`src/pkg/port_reset_regs.svh`:
```
`ifndef PORT_RESET_REGS_SVH
`define PORT_RESET_REGS_SVH

// identity values
`define CLASS_CODE_BRIDGE 24'h06_0400
`define CLASS_CODE_OTHER 24'h06_8000
`define PORT_TYPE_ENDPOINT 4'h0
`define PORT_TYPE_UPSTREAM 4'h5
`define PORT_TYPE_DOWNSTREAM 4'h6
`define HEADER_TYPE_0 1'b0
`define HEADER_TYPE_1 1'b1

// control register offsets and bit positions
`define DEBUG_CTRL_OFFSET 12'h1_DC
`define UP_PROP_DISABLE_BIT 20
`define INTERNAL_ACCESS_BIT 28
`define LINK_ACCESS_BIT 29
`define BRIDGE_CTRL_OFFSET 12'h0_3C
`define SEC_BUS_RESET_BIT 22
`define CAP_OFFSET 12'h0_68
`define PORT_TYPE_LSB 20
`define PORT_TYPE_MSB 23

// local reset pulse timing
`define CLK_PERIOD_PS 25000
`define LOCAL_RESET_NS 1000
`define LOCAL_RESET_CYCLES \
  ((`LOCAL_RESET_NS * 1000 + `CLK_PERIOD_PS - 1) / `CLK_PERIOD_PS)
`define LOCAL_CNT_W 6

`endif

```
`src/pkg/port_reset_pkg.sv`:
```
package port_reset_pkg;

  typedef enum logic [1:0] {
    ISO_IDLE = 2'b01,
    ISO_PULSE = 2'b10
  } pulse_state_t;

  typedef enum logic [1:0] {
    ROLE_UPSTREAM = 2'b00,
    ROLE_DOWNSTREAM = 2'b01,
    ROLE_ISOLATING = 2'b10
  } port_role_t;

endpackage

```
`src/rtl/local_reset_pulse.sv`:
```
`timescale 1ns/1ps
`include "port_reset_regs.svh"

module local_reset_pulse (
  input wire logic ref_clk_in,
  input wire logic srst_in,
  input wire logic trigger_in,
  output logic local_subsystem_reset_n_out
);

  port_reset_pkg::pulse_state_t state_reg;
  port_reset_pkg::pulse_state_t state_next;
  logic [`LOCAL_CNT_W-1:0] cnt_reg;
  logic [`LOCAL_CNT_W-1:0] cnt_next;
  logic rst_n_reg;
  logic rst_n_next;

  // ***********************************************
  // pulse timer
  // ***********************************************
  always_comb begin
    state_next = state_reg;
    cnt_next = cnt_reg;
    rst_n_next = 1'b1;
    case (state_reg)
      port_reset_pkg::ISO_IDLE: begin
        if (trigger_in) begin
          state_next = port_reset_pkg::ISO_PULSE;
          cnt_next = `LOCAL_CNT_W'(`LOCAL_RESET_CYCLES - 1);
          rst_n_next = 1'b0;
        end
      end
      port_reset_pkg::ISO_PULSE: begin
        rst_n_next = 1'b0;
        if (trigger_in) begin
          // a fresh trigger restarts the count, so the pulse ends a full period after it
          cnt_next = `LOCAL_CNT_W'(`LOCAL_RESET_CYCLES - 1);
        end else if (cnt_reg == '0) begin
          state_next = port_reset_pkg::ISO_IDLE;
          rst_n_next = 1'b1;
        end else begin
          cnt_next = cnt_reg - 1'b1;
        end
      end
      default: begin
        state_next = port_reset_pkg::ISO_IDLE;
        cnt_next = '0;
      end
    endcase
  end

  always_ff @(posedge ref_clk_in) begin
    if (srst_in) begin
      state_reg <= port_reset_pkg::ISO_IDLE;
      cnt_reg <= '0;
      rst_n_reg <= 1'b1;
    end else begin
      state_reg <= state_next;
      cnt_reg <= cnt_next;
      rst_n_reg <= rst_n_next;
    end
  end

  assign local_subsystem_reset_n_out = rst_n_reg;

endmodule

```
`src/rtl/port_reset_ctrl.sv`:
```
// Contract
// isolating port reports class code 068000h with a type 0 header
// pass-through ports report class code 060400h
// port type field: endpoint for isolating, upstream/downstream otherwise
// fundamental reset returns all state, both sides, to default
// adapter mode upstream hot reset resets downstream, fabric, internal side
// propagation-disable bit masks upstream hot reset and link-down reset
// link-side hot reset resets only link-side registers
// link-side hot reset or link down drives local reset low 1 us
// secondary bus reset resets downstream ports and internal side
// dual-host mode upstream hot reset or link down resets nothing
// no hot or secondary bus reset crosses the isolating port
// remote config requests get retry until local host enables link side
// internal-side config access only while internal enable is set
// link-side config access only while link enable is set
// access enables never block memory or mapped register traffic
// local reset pulse counted on device clock; retrigger restarts count
// controls sampled synchronously; reset outputs released synchronously
`timescale 1ns/1ps
`include "port_reset_regs.svh"

module port_reset_ctrl (
  input wire logic ref_clk_in,
  input wire logic srst_in,
  input wire logic fundamental_reset_n_in,
  input wire logic dual_host_mode_in,
  input wire logic isolating_enable_in,
  input wire logic up_prop_disable_in,
  input wire logic internal_access_en_in,
  input wire logic link_access_en_in,
  input wire logic up_hot_reset_in,
  input wire logic up_link_down_in,
  input wire logic sec_bus_reset_in,
  input wire logic link_hot_reset_in,
  input wire logic link_dl_down_in,
  input wire logic internal_cfg_req_in,
  input wire logic link_cfg_req_in,
  input wire logic mem_req_in,
  output logic downstream_reset_out,
  output logic fabric_reset_out,
  output logic internal_side_reset_out,
  output logic link_side_reset_out,
  output logic local_subsystem_reset_n_out,
  output logic internal_cfg_grant_out,
  output logic link_cfg_grant_out,
  output logic link_cfg_retry_out,
  output logic mem_grant_out,
  output logic [23:0] class_code_out,
  output logic header_type_out,
  output logic [3:0] port_type_out,
  output logic [23:0] link_class_code_out,
  output logic [3:0] link_port_type_out
);

  logic all_reset;
  logic up_event;
  logic iso_trigger;

  logic dual_reg;
  logic dual_next;
  logic prop_dis_reg;
  logic prop_dis_next;
  logic int_en_reg;
  logic int_en_next;
  logic link_en_reg;
  logic link_en_next;
  logic iso_reg;
  logic iso_next;
  logic ds_rst_reg;
  logic ds_rst_next;
  logic fab_rst_reg;
  logic fab_rst_next;
  logic int_rst_reg;
  logic int_rst_next;
  logic link_rst_reg;
  logic link_rst_next;
  logic [23:0] class_reg;
  logic [23:0] class_next;
  logic [3:0] ptype_reg;
  logic [3:0] ptype_next;
  logic hdr_reg;
  logic hdr_next;

  // fundamental reset and the local synchronous reset act alike
  assign all_reset = srst_in | ~fundamental_reset_n_in;

  // ***********************************************
  // control sampling
  // ***********************************************
  always_comb begin
    dual_next = dual_host_mode_in;
    prop_dis_next = up_prop_disable_in;
    int_en_next = internal_access_en_in;
    link_en_next = link_access_en_in;
    iso_next = isolating_enable_in;
  end

  always_ff @(posedge ref_clk_in) begin
    if (all_reset) begin
      dual_reg <= 1'b0;
      prop_dis_reg <= 1'b0;
      int_en_reg <= 1'b0;
      link_en_reg <= 1'b0;
      iso_reg <= 1'b0;
    end else begin
      dual_reg <= dual_next;
      prop_dis_reg <= prop_dis_next;
      int_en_reg <= int_en_next;
      link_en_reg <= link_en_next;
      iso_reg <= iso_next;
    end
  end

  // ***********************************************
  // reset propagation
  // ***********************************************
  // upstream events are dropped when masked or in dual-host mode
  assign up_event = (up_hot_reset_in | up_link_down_in) & ~prop_dis_reg
                    & ~dual_reg;

  always_comb begin
    // fundamental reset holds every domain in reset
    ds_rst_next = all_reset;
    fab_rst_next = all_reset;
    int_rst_next = all_reset;
    link_rst_next = all_reset;
    if (up_event) begin
      ds_rst_next = 1'b1;
      fab_rst_next = 1'b1;
      int_rst_next = 1'b1;
    end
    if (sec_bus_reset_in) begin
      ds_rst_next = 1'b1;
      int_rst_next = 1'b1;
    end
    // only link-side inputs reach the link-side reset
    if (link_hot_reset_in) begin
      link_rst_next = 1'b1;
    end
  end

  // reset outputs released on a clock edge so internal domains exit cleanly
  always_ff @(posedge ref_clk_in) begin
    ds_rst_reg <= ds_rst_next;
    fab_rst_reg <= fab_rst_next;
    int_rst_reg <= int_rst_next;
    link_rst_reg <= link_rst_next;
  end

  assign downstream_reset_out = ds_rst_reg;
  assign fabric_reset_out = fab_rst_reg;
  assign internal_side_reset_out = int_rst_reg;
  assign link_side_reset_out = link_rst_reg;

  // ***********************************************
  // local subsystem reset pulse
  // ***********************************************
  assign iso_trigger = iso_reg & (link_hot_reset_in | link_dl_down_in);

  local_reset_pulse u_pulse (
    .ref_clk_in(ref_clk_in),
    .srst_in(all_reset),
    .trigger_in(iso_trigger),
    .local_subsystem_reset_n_out(local_subsystem_reset_n_out)
  );

  // ***********************************************
  // configuration access gating
  // ***********************************************
  assign internal_cfg_grant_out = internal_cfg_req_in & int_en_reg;
  assign link_cfg_grant_out = link_cfg_req_in & link_en_reg;
  assign link_cfg_retry_out = link_cfg_req_in & ~link_en_reg;
  // memory and mapped register traffic never sees the enables
  assign mem_grant_out = mem_req_in;

  // ***********************************************
  // identity
  // ***********************************************
  always_comb begin
    if (iso_reg) begin
      class_next = `CLASS_CODE_OTHER;
      hdr_next = `HEADER_TYPE_0;
      ptype_next = `PORT_TYPE_ENDPOINT;
    end else begin
      class_next = `CLASS_CODE_BRIDGE;
      hdr_next = `HEADER_TYPE_1;
      ptype_next = `PORT_TYPE_DOWNSTREAM;
    end
  end

  always_ff @(posedge ref_clk_in) begin
    if (all_reset) begin
      class_reg <= `CLASS_CODE_BRIDGE;
      hdr_reg <= `HEADER_TYPE_1;
      ptype_reg <= `PORT_TYPE_DOWNSTREAM;
    end else begin
      class_reg <= class_next;
      hdr_reg <= hdr_next;
      ptype_reg <= ptype_next;
    end
  end

  assign class_code_out = class_reg;
  assign header_type_out = hdr_reg;
  assign port_type_out = ptype_reg;
  // the upstream port always presents a pass-through bridge identity
  assign link_class_code_out = `CLASS_CODE_BRIDGE;
  assign link_port_type_out = `PORT_TYPE_UPSTREAM;

endmodule

```
`config.mk`:
```
export PLATFORM = sky130hd
export DESIGN_NAME = port_reset_ctrl
export DESIGN_NICKNAME = d
export VERILOG_FILES = /design/src/pkg/port_reset_pkg.sv /design/src/rtl/local_reset_pulse.sv /design/src/rtl/port_reset_ctrl.sv
export VERILOG_INCLUDE_DIRS = /design/src /design/src/pkg
export SDC_FILE = /design/constraint.sdc
export NUM_CORES = 1
export LEC_CHECK = 0
export ABC_AREA = 1
export ABC_CLOCK_PERIOD_IN_PS = 1500
export BUFFER_PORTS_ARGS = -buffer_cell sky130_fd_sc_hd__buf_2
export CAP_MARGIN = 20
export CELL_PAD_IN_SITES_DETAIL_PLACEMENT = 1
export CELL_PAD_IN_SITES_GLOBAL_PLACEMENT = 2
export CORE_MARGIN = 3
export CORE_UTILIZATION = 21
export DETAILED_ROUTE_END_ITERATION = 6
export GPL_ROUTABILITY_DRIVEN = 0
export HOLD_SLACK_MARGIN = 0.12
export PLACE_DENSITY_LB_ADDON = 0.1
export SYNTH_ARGS = -nofsm -noshare
export SYNTH_HDL_FRONTEND = slang
export SYNTH_HIERARCHICAL = 1
export SYNTH_SLANG_ARGS = --single-unit
export TNS_END_PERCENT = 20
```
`constraint.sdc`:
```
create_clock -name ref_clk_in -period 1.5 [get_ports ref_clk_in]
set_input_delay 0.15 -clock ref_clk_in [delete_from_list [all_inputs] [get_ports ref_clk_in]]
set_output_delay 0.15 -clock ref_clk_in [all_outputs]
set_load 0.05 [all_outputs]
```
==> results.txt, run 1 <==
vias in the first global route - 971
CP Max Fanout - 5
Die H - 86.7 µm
DR DRC count - 0
io pins - 82
Leak - 0.797 nW
Synth Area in Adders - 0.0275
Setup Buffers After CTS - 0
worst-skew pair later-pin latency - 260 ps
CP most frequent cell - dlygate4sd3_1
Synth Instances - 190
complex-gate fraction of the synthesized area - 0.0430
Final Non-Filler Cells - 298
GRT overflow - 0
DP Wirelength - 2.42 mm
Min-Delay Path Class - input pin to flip-flop
total power - 1.44 mW
area delta synth->final - 9.62%
type of the worst setup path - input pin to flip-flop
filler cell count in the final layout - 794
Max Slew Vio Count - 0
Total Neg Setup Slack - 0 ps
main combinational cell family by area after synthesis - buffers and inverters
Bufs on Longest Clock Path - 2
FF+latch area - 380 µm²
die area - 0.00751 mm²
ratio of cells with drive above 1 in the final layout - 0.206
Multi-input gate area - 631 µm²
post-synthesis cell area - 0.00137 mm²
vias per inst - 3.43
Worst Path Required - 1650 ps
Worst EP arrival - 1590 ps
DRT iter0 DRCs - 17
post-synth top area share - 0.313
CTS HTree Levels - 1
status - completed
Final period util - 0.959
CP max-delay cell - dlygate4sd3_1
Simple-Gate Fraction of Synth Area - 0.245
synth warn - 6
Fin Clk Skew - 0.551 ps
GRT Resource Usage Total - 0.0785
crit start category - input pin
DRT Wirelength - 2.98 mm
first-pass GRT wire length - 4.56 mm
peak supply drop - 358 µV
TritonCTS clock tree - done
Num CTS Buffers - 3
Post-synth EDFFs - 0
syn avg cell area - 7.19 µm²
Placed Area - 0.00136 mm²
Final Cell Area - 0.00150 mm²
Seq cells post-synth - 19
Placed Cells - 285
Critical Path End Type - flip-flop
Synth area leader - buf_4
Clock Sinks - 19
Async SR Flop Fraction - 0
# rows - 28
largest net degree at the start of global routing - 14
I/O Buffers - 27
Setup Viol. Count Final - 0
max reg flops - 6
crit path cell chain - dlygate4sd3_1 > buf_2 > nor2_4 > nand2_1 > dlygate4sd3_1
post-layout minimum cycle time - 1440 ps
clk root buf - clkbuf_8
Initial Utilization - 0.224
die width - 86.7 µm
maximum operating frequency - 695 MHz
Nets - 243
commonest cells in the netlist - 57 x buf_4, 32 x nand2_1, 26 x inv_1, 19 x dfxtp_1, 14 x nor2_1
synth unique cells - 22
most frequent cell after synthesis - buf_4
Synth Area in XOR/XNOR - 0
routed length per instance - 10.0 µm
clock-pin slew on the worst setup and hold paths - 80 ps
vias - 1023
core footprint - 0.00610 mm²
Power Dens Cells - 962 mW/mm²
mux contribution to synthesized area - 0
Initial DRT Pass Iterations - 4
sequential area share after synthesis - 0.278
Max stage delay on crit path - 550 ps
prevailing post-synth register cell - dfxtp_1
Inserted Diodes - 0
synth top area cells - buf_4 31%, dfxtp_1 28%, nand2_1 8.8%, inv_1 7.1%, nand3_1 4.0%
initial antenna violation count - 0
maxcap violations - 0
post-route ant nets - 0
Final Hold Viols - 0
through the flow:
stage	util	setup WS (ps)	hold slack (ps)
after global routing	0.246	-7.47	202
after floorplan	-	232	242
after CTS	0.245	74.6	167
after global placement	0.223	148	301
after detailed placement	0.223	110	301
final	0.246	61.2	175
where the power goes:
part / internal (mW) / total, mW / switching [mW] / leakage (nW)
Combinational: 0.0879 / 0.523 / 0.436 / 0.620
Sequential: 0.523 / 0.534 / 0.0114 / 0.155
Clock: 0.189 / 0.383 / 0.194 / 0.0228
cells by family after synthesis:
kind of cell / Yosys count
AOI/OAI and AO/OA: 10
other: 2
DFF: 19
adders and majority gates: 3
buffers and inverters: 88
and+or+nand+nor: 68
area by class of cell:
class	instances	share of cell area
timing repair buffer	37	0.155
multi-input combinational	133	0.421
tap	75	0.0627
clock buffer	4	0.0301
inverter	30	0.0769
sequential	19	0.254
cells in the final DEF, fill, tap and decap left out, drive strengths merged, types with 3 or more instances in the layout:
| master | instances |
|---|---|
| a21oi | 7 |
| buf | 28 |
| clkbuf | 4 |
| conb | 52 |
| dfxtp | 19 |
| dlygate4sd3 | 9 |
| ha | 3 |
| inv | 30 |
| nand2 | 33 |
| nand3 | 12 |
| nor2 | 20 |
final timing paths:
kind / startpoint / end / slack, ps / cells after the start
setup / recovery: srst_in / link_side_reset_out$_SDFF_PP1_ / 60 / 5
hold / removal: up_link_down_in / fabric_reset_out$_DFF_P_ / 170 / 5
setup reg to reg: u_pulse/cnt_reg[1]$_SDFFE_PP0P_ / u_pulse/state_reg[1]$_SDFFE_PP0P_ / 110 / 8
hold reg to reg: iso_reg$_SDFF_PP0_ / port_type_out[1]$_SDFF_PP1_ / 430 / 1
worst max-delay path: cells and delay by family:
| kind | cells | cell delay [ps] |
|---|---|---|
| buffers and inverters | 3 | 1210 |
| AND/OR/NAND/NOR | 2 | 230 |
layer usage:
| layer | global-route usage | share of wire | up-vias |
|---|---|---|---|
| li1 | - | - | 523 |
| met1 | 0.0927 | 0.42 | 449 |
| met2 | 0.131 | 0.49 | 49 |
| met3 | 0.0228 | 0.077 | 2 |
| met4 | 0.0340 | 0.013 | 0 |
| met5 | 0 | 0 | - |
timing repair:
action	in CTS	in global routing
resized for setup	0	1
endpoints found under the hold margin	8	0
hold buffers	9	0
endpoints found under the setup margin	0	1
(Power assumes the default switching activity.)
==> run 2: changes to the inputs <==
--- a/config.mk
+++ b/config.mk
@@ -7,19 +7,18 @@
 export NUM_CORES = 1
 export LEC_CHECK = 0
 export ABC_AREA = 1
-export ABC_CLOCK_PERIOD_IN_PS = 1500
+export ABC_CLOCK_PERIOD_IN_PS = 1150
 export BUFFER_PORTS_ARGS = -buffer_cell sky130_fd_sc_hd__buf_2
 export CAP_MARGIN = 20
 export CELL_PAD_IN_SITES_DETAIL_PLACEMENT = 1
 export CELL_PAD_IN_SITES_GLOBAL_PLACEMENT = 2
 export CORE_MARGIN = 3
-export CORE_UTILIZATION = 21
+export CORE_UTILIZATION = 19
 export DETAILED_ROUTE_END_ITERATION = 6
 export GPL_ROUTABILITY_DRIVEN = 0
 export HOLD_SLACK_MARGIN = 0.12
 export PLACE_DENSITY_LB_ADDON = 0.1
 export SYNTH_ARGS = -nofsm -noshare
 export SYNTH_HDL_FRONTEND = slang
-export SYNTH_HIERARCHICAL = 1
 export SYNTH_SLANG_ARGS = --single-unit
 export TNS_END_PERCENT = 20
==> constraint.sdc (replaced) <==
create_clock -name ref_clk_in -period 1.15 [get_ports ref_clk_in]
set_input_delay 0.115 -clock ref_clk_in [delete_from_list [all_inputs] [get_ports ref_clk_in]]
set_output_delay 0.115 -clock ref_clk_in [all_outputs]
set_load 0.05 [all_outputs]
==> results.txt, run 2 <==
most frequent cell after synthesis - buf_4
GRT Resource Usage Total - 0.0683
peak supply drop - 366 µV
Setup Viol. Count Final - 9
# rows - 29
Final Util - 0.252
commonest cells in the netlist - 57 x buf_4, 21 x nand2_1, 19 x dfxtp_1, 19 x inv_1, 12 x nor2_1
total power - 1.98 mW
DP Wirelength - 2.46 mm
Die H - 89.3 µm
Multi-input gate area - 672 µm²
Num CTS Buffers - 3
complex-gate fraction of the synthesized area - 0.0646
clock-pin slew on the worst setup and hold paths - 70 ps
Leak - 0.833 nW
Max stage delay on crit path - 350 ps
crit start category - flip-flop
area delta synth->final - 24.9%
initial antenna violation count - 0
Worst EP arrival - 1520 ps
TritonCTS clock tree - done
DRT Wirelength - 2.92 mm
crit path cell chain - inv_2 > ha_4 > nand3_4 > nor2_4 > nand2_2 > nand2_4 > nor2_4 > o21ai_1 > a21oi_1
CP max-delay cell - dfxtp_2
Synth Area in Adders - 0.0285
Min-Delay Path Class - input pin to flip-flop
filler cell count in the final layout - 800
main combinational cell family by area after synthesis - buffers and inverters
vias per inst - 3.45
max reg flops - 6
Levels on crit path - 9
vias - 1046
post-route ant nets - 0
routed length per instance - 9.64 µm
synth warn - 0
CTS HTree Levels - 1
Fin Clk Skew - 3.41 ps
sum of buffers and inverters on the critical path - 1
Setup crit end - u_pulse.cnt_reg[1]$_SDFFE_PP0P_
syn avg cell area - 7.44 µm²
Power Dens Cells - 1200 mW/mm²
post-synthesis cell area - 0.00132 mm²
first-pass GRT wire length - 4.28 mm
Seq cells post-synth - 19
Synth Area in XOR/XNOR - 0.00665
synth top area cells - buf_4 32%, dfxtp_1 29%, nand2_1 6.0%, inv_1 5.4%, nor2_1 3.4%
Synth area leader - buf_4
Clock Sinks - 19
FF+latch area - 388 µm²
Bufs on Longest Clock Path - 2
Inserted Diodes - 0
CP startpoint - u_pulse.cnt_reg[0]$_SDFFE_PP0P_
Placed Cells - 287
ratio of cells with drive above 1 in the final layout - 0.385
post-layout minimum cycle time - 1340 ps
Initial DRT Pass Iterations - 3
Reg2Reg Depth - 9
Worst Path Required - 1330 ps
die width - 89.3 µm
io pins - 82
CP Max Fanout - 8
die area - 0.00797 mm²
Nets - 246
DR DRC count - 0
Critical Path End Type - flip-flop
largest net degree at the start of global routing - 11
post-synth top area share - 0.325
internal reg-to-reg setup slack - -190 ps
most frequent cells in the layout - 52 x conb_1, 27 x buf_2, 19 x buf_4
unrepaired setup endpoints after global routing - yes
Async SR Flop Fraction - 0
maxcap violations - 0
I/O Buffers - 27
worst-skew pair later-pin latency - 250 ps
type of the worst setup path - flip-flop to flip-flop
vias in the first global route - 933
CP delay by family, top - simple AND/OR/NAND/NOR gates
maximum operating frequency - 746 MHz
prevailing post-synth register cell - dfxtp_1
Max Slew Vio Count - 0
Final period util - 1.17
Simple-Gate Fraction of Synth Area - 0.207
failing checks - negative setup slack
clk root buf - clkbuf_8
Initial Utilization - 0.202
CP most frequent cell - nor2_4
mux contribution to synthesized area - 0
Synth Instances - 177
Post-synth EDFFs - 0
final hold slack - 174 ps
Total Neg Setup Slack - -1220 ps
Final Hold Viols - 0
synth unique cells - 26
core footprint - 0.00653 mm²
status - complete, but fails checks
GRT overflow - 0
sequential area share after synthesis - 0.289
reg-to-reg startpoint - u_pulse.cnt_reg[0]$_SDFFE_PP0P_
most common library cell in the layout ignoring fill and taps - conb_1
Final Non-Filler Cells - 303
Final WS setup - -191 ps
reg-to-reg critical path endpoint - u_pulse.cnt_reg[1]$_SDFFE_PP0P_
DRT iter0 DRCs - 14
[run 2: area by class of cell]
type	instances	area share
flip-flops and latches	19	0.236
well taps	77	0.0586
clock buffers	4	0.0274
repair buffers	53	0.211
multi-input cells	125	0.408
inverters	25	0.0586
[run 2: worst register-to-register path: stages, from the launching register on]
cell and delay [ps]:
dfxtp_2 350, inv_2 50, ha_4 170, nand3_4 70
nor2_4 50, nand2_2 70, nand2_4 90, nor2_4 170
o21ai_1 90, a21oi_1 150
[run 2: how the worst min path moves through the flow]
stage                     slack [ps]                                  to  cells past startpoint             start
after floorplan                  220  internal_side_reset_out$_SDFF_PP1_                      1  sec_bus_reset_in
after global placement           230                       mem_grant_out                      0        mem_req_in
after detailed placement         230                       mem_grant_out                      0        mem_req_in
after CTS                        170            fabric_reset_out$_DFF_P_                      4           srst_in
after global routing             180            fabric_reset_out$_DFF_P_                      4           srst_in
final                            170            fabric_reset_out$_DFF_P_                      4           srst_in
[run 2: where the power goes]
group / internal [mW] / total [mW] / switching [mW] / leakage [nW]
Clock: 0.246 / 0.460 / 0.214 / 0.0228
Sequential: 0.686 / 0.701 / 0.0154 / 0.156
Combinational: 0.199 / 0.819 / 0.620 / 0.654
[run 2: metal layers]
metal,vias to the layer above,global-route usage,share of wire
met3,2,0.0203,0.062
li1,524,-,-
met4,0,0.0135,0.0068
met2,42,0.117,0.51
met5,-,0,0
met1,478,0.0849,0.42
[run 2: cells by family after synthesis]
logic type	count (synthesis)
flip-flops	19
buffers and inverters	83
adder cells (fa/ha/maj)	3
AND/OR/NAND/NOR	54
other	2
AO/OA/AOI/OAI	15
XOR/XNOR	1
[run 2: metrics by stage]
| step | cell area, µm² | setup slack (ps) |
|---|---|---|
| global route | 1650 | -279 |
| detailed placement | 1440 | -217 |
| global placement | 1440 | -210 |
| finish | 1650 | -191 |
| floorplan | 1530 | -93.7 |
| CTS | 1590 | -179 |
[run 2: what timing repair did]
| action | in CTS | in global routing |
|---|---|---|
| hold endpoints to repair | 7 | 0 |
| endpoints found under the setup margin | 9 | 9 |
| hold buffers | 7 | 0 |
| buffers inserted | 3 | 2 |
| resized for setup | 6 | 12 |
| pin swaps | 7 | 5 |
==> run 3: changes to the inputs <==
--- a/config.mk
+++ b/config.mk
@@ -7,7 +7,7 @@
 export NUM_CORES = 1
 export LEC_CHECK = 0
 export ABC_AREA = 1
-export ABC_CLOCK_PERIOD_IN_PS = 1150
+export ABC_CLOCK_PERIOD_IN_PS = 1200
 export BUFFER_PORTS_ARGS = -buffer_cell sky130_fd_sc_hd__buf_2
 export CAP_MARGIN = 20
 export CELL_PAD_IN_SITES_DETAIL_PLACEMENT = 1
==> constraint.sdc (replaced) <==
create_clock -name ref_clk_in -period 1.2 [get_ports ref_clk_in]
set_input_delay 0.12 -clock ref_clk_in [delete_from_list [all_inputs] [get_ports ref_clk_in]]
set_output_delay 0.12 -clock ref_clk_in [all_outputs]
set_load 0.05 [all_outputs]
==> results.txt, run 3 (same netlist as run 2, synthesis figures left out) <==
GRT Resource Usage Total - 0.0715
Critical Path End Type - flip-flop
# rows - 29
type of the worst setup path - flip-flop to flip-flop
initial antenna violation count - 0
final hold slack - 177 ps
CP Max Fanout - 3
hold endpoint - fabric_reset_out$_DFF_P_
internal reg-to-reg setup slack - -140 ps
CP delay by family, top - simple AND/OR/NAND/NOR gates
Final period util - 1.12
io pins - 82
CTS HTree Levels - 1
hold depth - 4
DR DRC count - 0
die area - 0.00797 mm²
Num CTS Buffers - 3
Final Hold Viols - 0
max reg flops - 6
Initial Utilization - 0.202
Die H - 89.3 µm
Max Slew Vio Count - 0
peak supply drop - 445 µV
most frequent cells in the layout - 52 x conb_1, 27 x buf_2, 18 x nand2_1
Reg2Reg Depth - 9
most common library cell in the layout ignoring fill and taps - conb_1
Min-Delay Path Class - input pin to flip-flop
met3 wire len - 179 µm
Power Dens Cells - 1170 mW/mm²
post-route ant nets - 0
Worst Path Required - 1350 ps
crit path cell chain - inv_2 > ha_4 > nand3_4 > nor2_4 > nand2_2 > a21oi_4 > nand2_2 > o21ai_1 > nand2_1
DR top layer - met3
largest net degree at the start of global routing - 11
clk root buf - clkbuf_8
reg-to-reg startpoint - u_pulse.cnt_reg[0]$_SDFFE_PP0P_
worst-skew pair later-pin latency - 250 ps
TritonCTS clock tree - done
Final WS setup - -142 ps
Setup Viol. Count Final - 9
sum of buffers and inverters on the critical path - 1
DRT Wirelength - 2.95 mm
area delta synth->final - 22.0%
Max stage delay on crit path - 330 ps
unrepaired setup endpoints after global routing - yes
pre-CTS setup slack - -156 ps
DP Wirelength - 2.54 mm
Initial DRT Pass Iterations - 3
reg-to-reg critical path endpoint - u_pulse.state_reg[0]$_SDFFE_PP1P_
vias in the first global route - 946
filler cell count in the final layout - 827
crit start category - flip-flop
clock-pin slew on the worst setup and hold paths - 70 ps
Leak - 0.823 nW
Worst EP arrival - 1490 ps
Levels on crit path - 9
status - complete, but fails checks
CP max-delay cell - dfxtp_2
Bufs on Longest Clock Path - 2
routed length per instance - 9.82 µm
Multi-input gate area - 662 µm²
Inserted Diodes - 0
DRT iter0 DRCs - 22
Fin Clk Skew - 0.923 ps
maxcap violations - 0
core footprint - 0.00653 mm²
maximum operating frequency - 745 MHz
die width - 89.3 µm
first-pass GRT wire length - 4.46 mm
DRT met1 WL - 1.23 mm
metal2 WL - 1.54 mm
GRT overflow - 0
hold_sp - srst_in
failing checks - negative setup slack
I/O Buffers - 27
CP most frequent cell - nand2_2
vias - 1013
ratio of cells with drive above 1 in the final layout - 0.372
FF+latch area - 385 µm²
vias per inst - 3.38
Nets - 243
Clock Sinks - 19
post-layout minimum cycle time - 1340 ps
## run 3: cell types whose count changed in the layout (fill, tap and decap cells not counted), sizes merged
cell,delta
buf,-3
## run 3: timing repair
item,4_1_cts,5_1_grt
hold buffers,7,0
endpoints found under the hold margin,7,0
pin swaps,10,7
endpoints found under the setup margin,9,9
resized for setup,10,4
buffers inserted,4,0
## run 3: worst max path at each step
stage	start	endpoint	slack [ps]
after floorplan	u_pulse.cnt_reg[0]$_SDFFE_PP0P_	u_pulse.state_reg[0]$_SDFFE_PP1P_	-40
after global placement	u_pulse.cnt_reg[0]$_SDFFE_PP0P_	u_pulse.cnt_reg[2]$_SDFFE_PP0P_	-160
after detailed placement	u_pulse.cnt_reg[0]$_SDFFE_PP0P_	u_pulse.state_reg[0]$_SDFFE_PP1P_	-160
after CTS	u_pulse.cnt_reg[0]$_SDFFE_PP0P_	u_pulse.state_reg[0]$_SDFFE_PP1P_	-130
after global routing	u_pulse.cnt_reg[0]$_SDFFE_PP0P_	u_pulse.state_reg[0]$_SDFFE_PP1P_	-230
final	u_pulse.cnt_reg[0]$_SDFFE_PP0P_	u_pulse.state_reg[0]$_SDFFE_PP1P_	-140
## run 3: metrics by stage
step / power [mW] / utilization / area [µm²] / setup TNS [ps] / cells
floorplan: 1.42 / - / 1530 / -123 / 227
global placement: 1.39 / 0.218 / 1420 / -751 / 285
detailed placement: 1.39 / 0.218 / 1420 / -872 / 285
CTS: 1.90 / 0.243 / 1590 / -1020 / 300
global route: 2.00 / 0.246 / 1610 / -1820 / 300
finish: 1.88 / 0.246 / 1610 / -902 / 300
## run 3: final cells by class
cell class / count / area share
sequential: 19 / 0.240
multi-input combinational: 125 / 0.412
tap: 77 / 0.0599
timing repair buffer: 50 / 0.202
clock buffer: 4 / 0.0280
inverter: 25 / 0.0584
## run 3: layer usage
| layer | global-route usage | up-vias |
|---|---|---|
| li1 | - | 514 |
| met1 | 0.0898 | 458 |
| met2 | 0.125 | 41 |
| met3 | 0.0194 | 0 |
| met4 | 0.00947 | 0 |
| met5 | 0 | - |
## run 3: worst reg2reg max path: cells and delay by family, from the launching register on
family	cells	cell delay (ps)
buffers and inverters	1	70
flip-flops	1	330
AND/OR/NAND/NOR	5	440
AO/OA/AOI/OAI	2	250
adder cells (fa/ha/maj)	1	150
## run 3: power by group
| group | switching (mW) | internal (mW) |
|---|---|---|
| clock | 0.202 | 0.236 |
| sequential | 0.0141 | 0.658 |
| combinational | 0.590 | 0.180 |
| total | 0.806 | 1.07 |
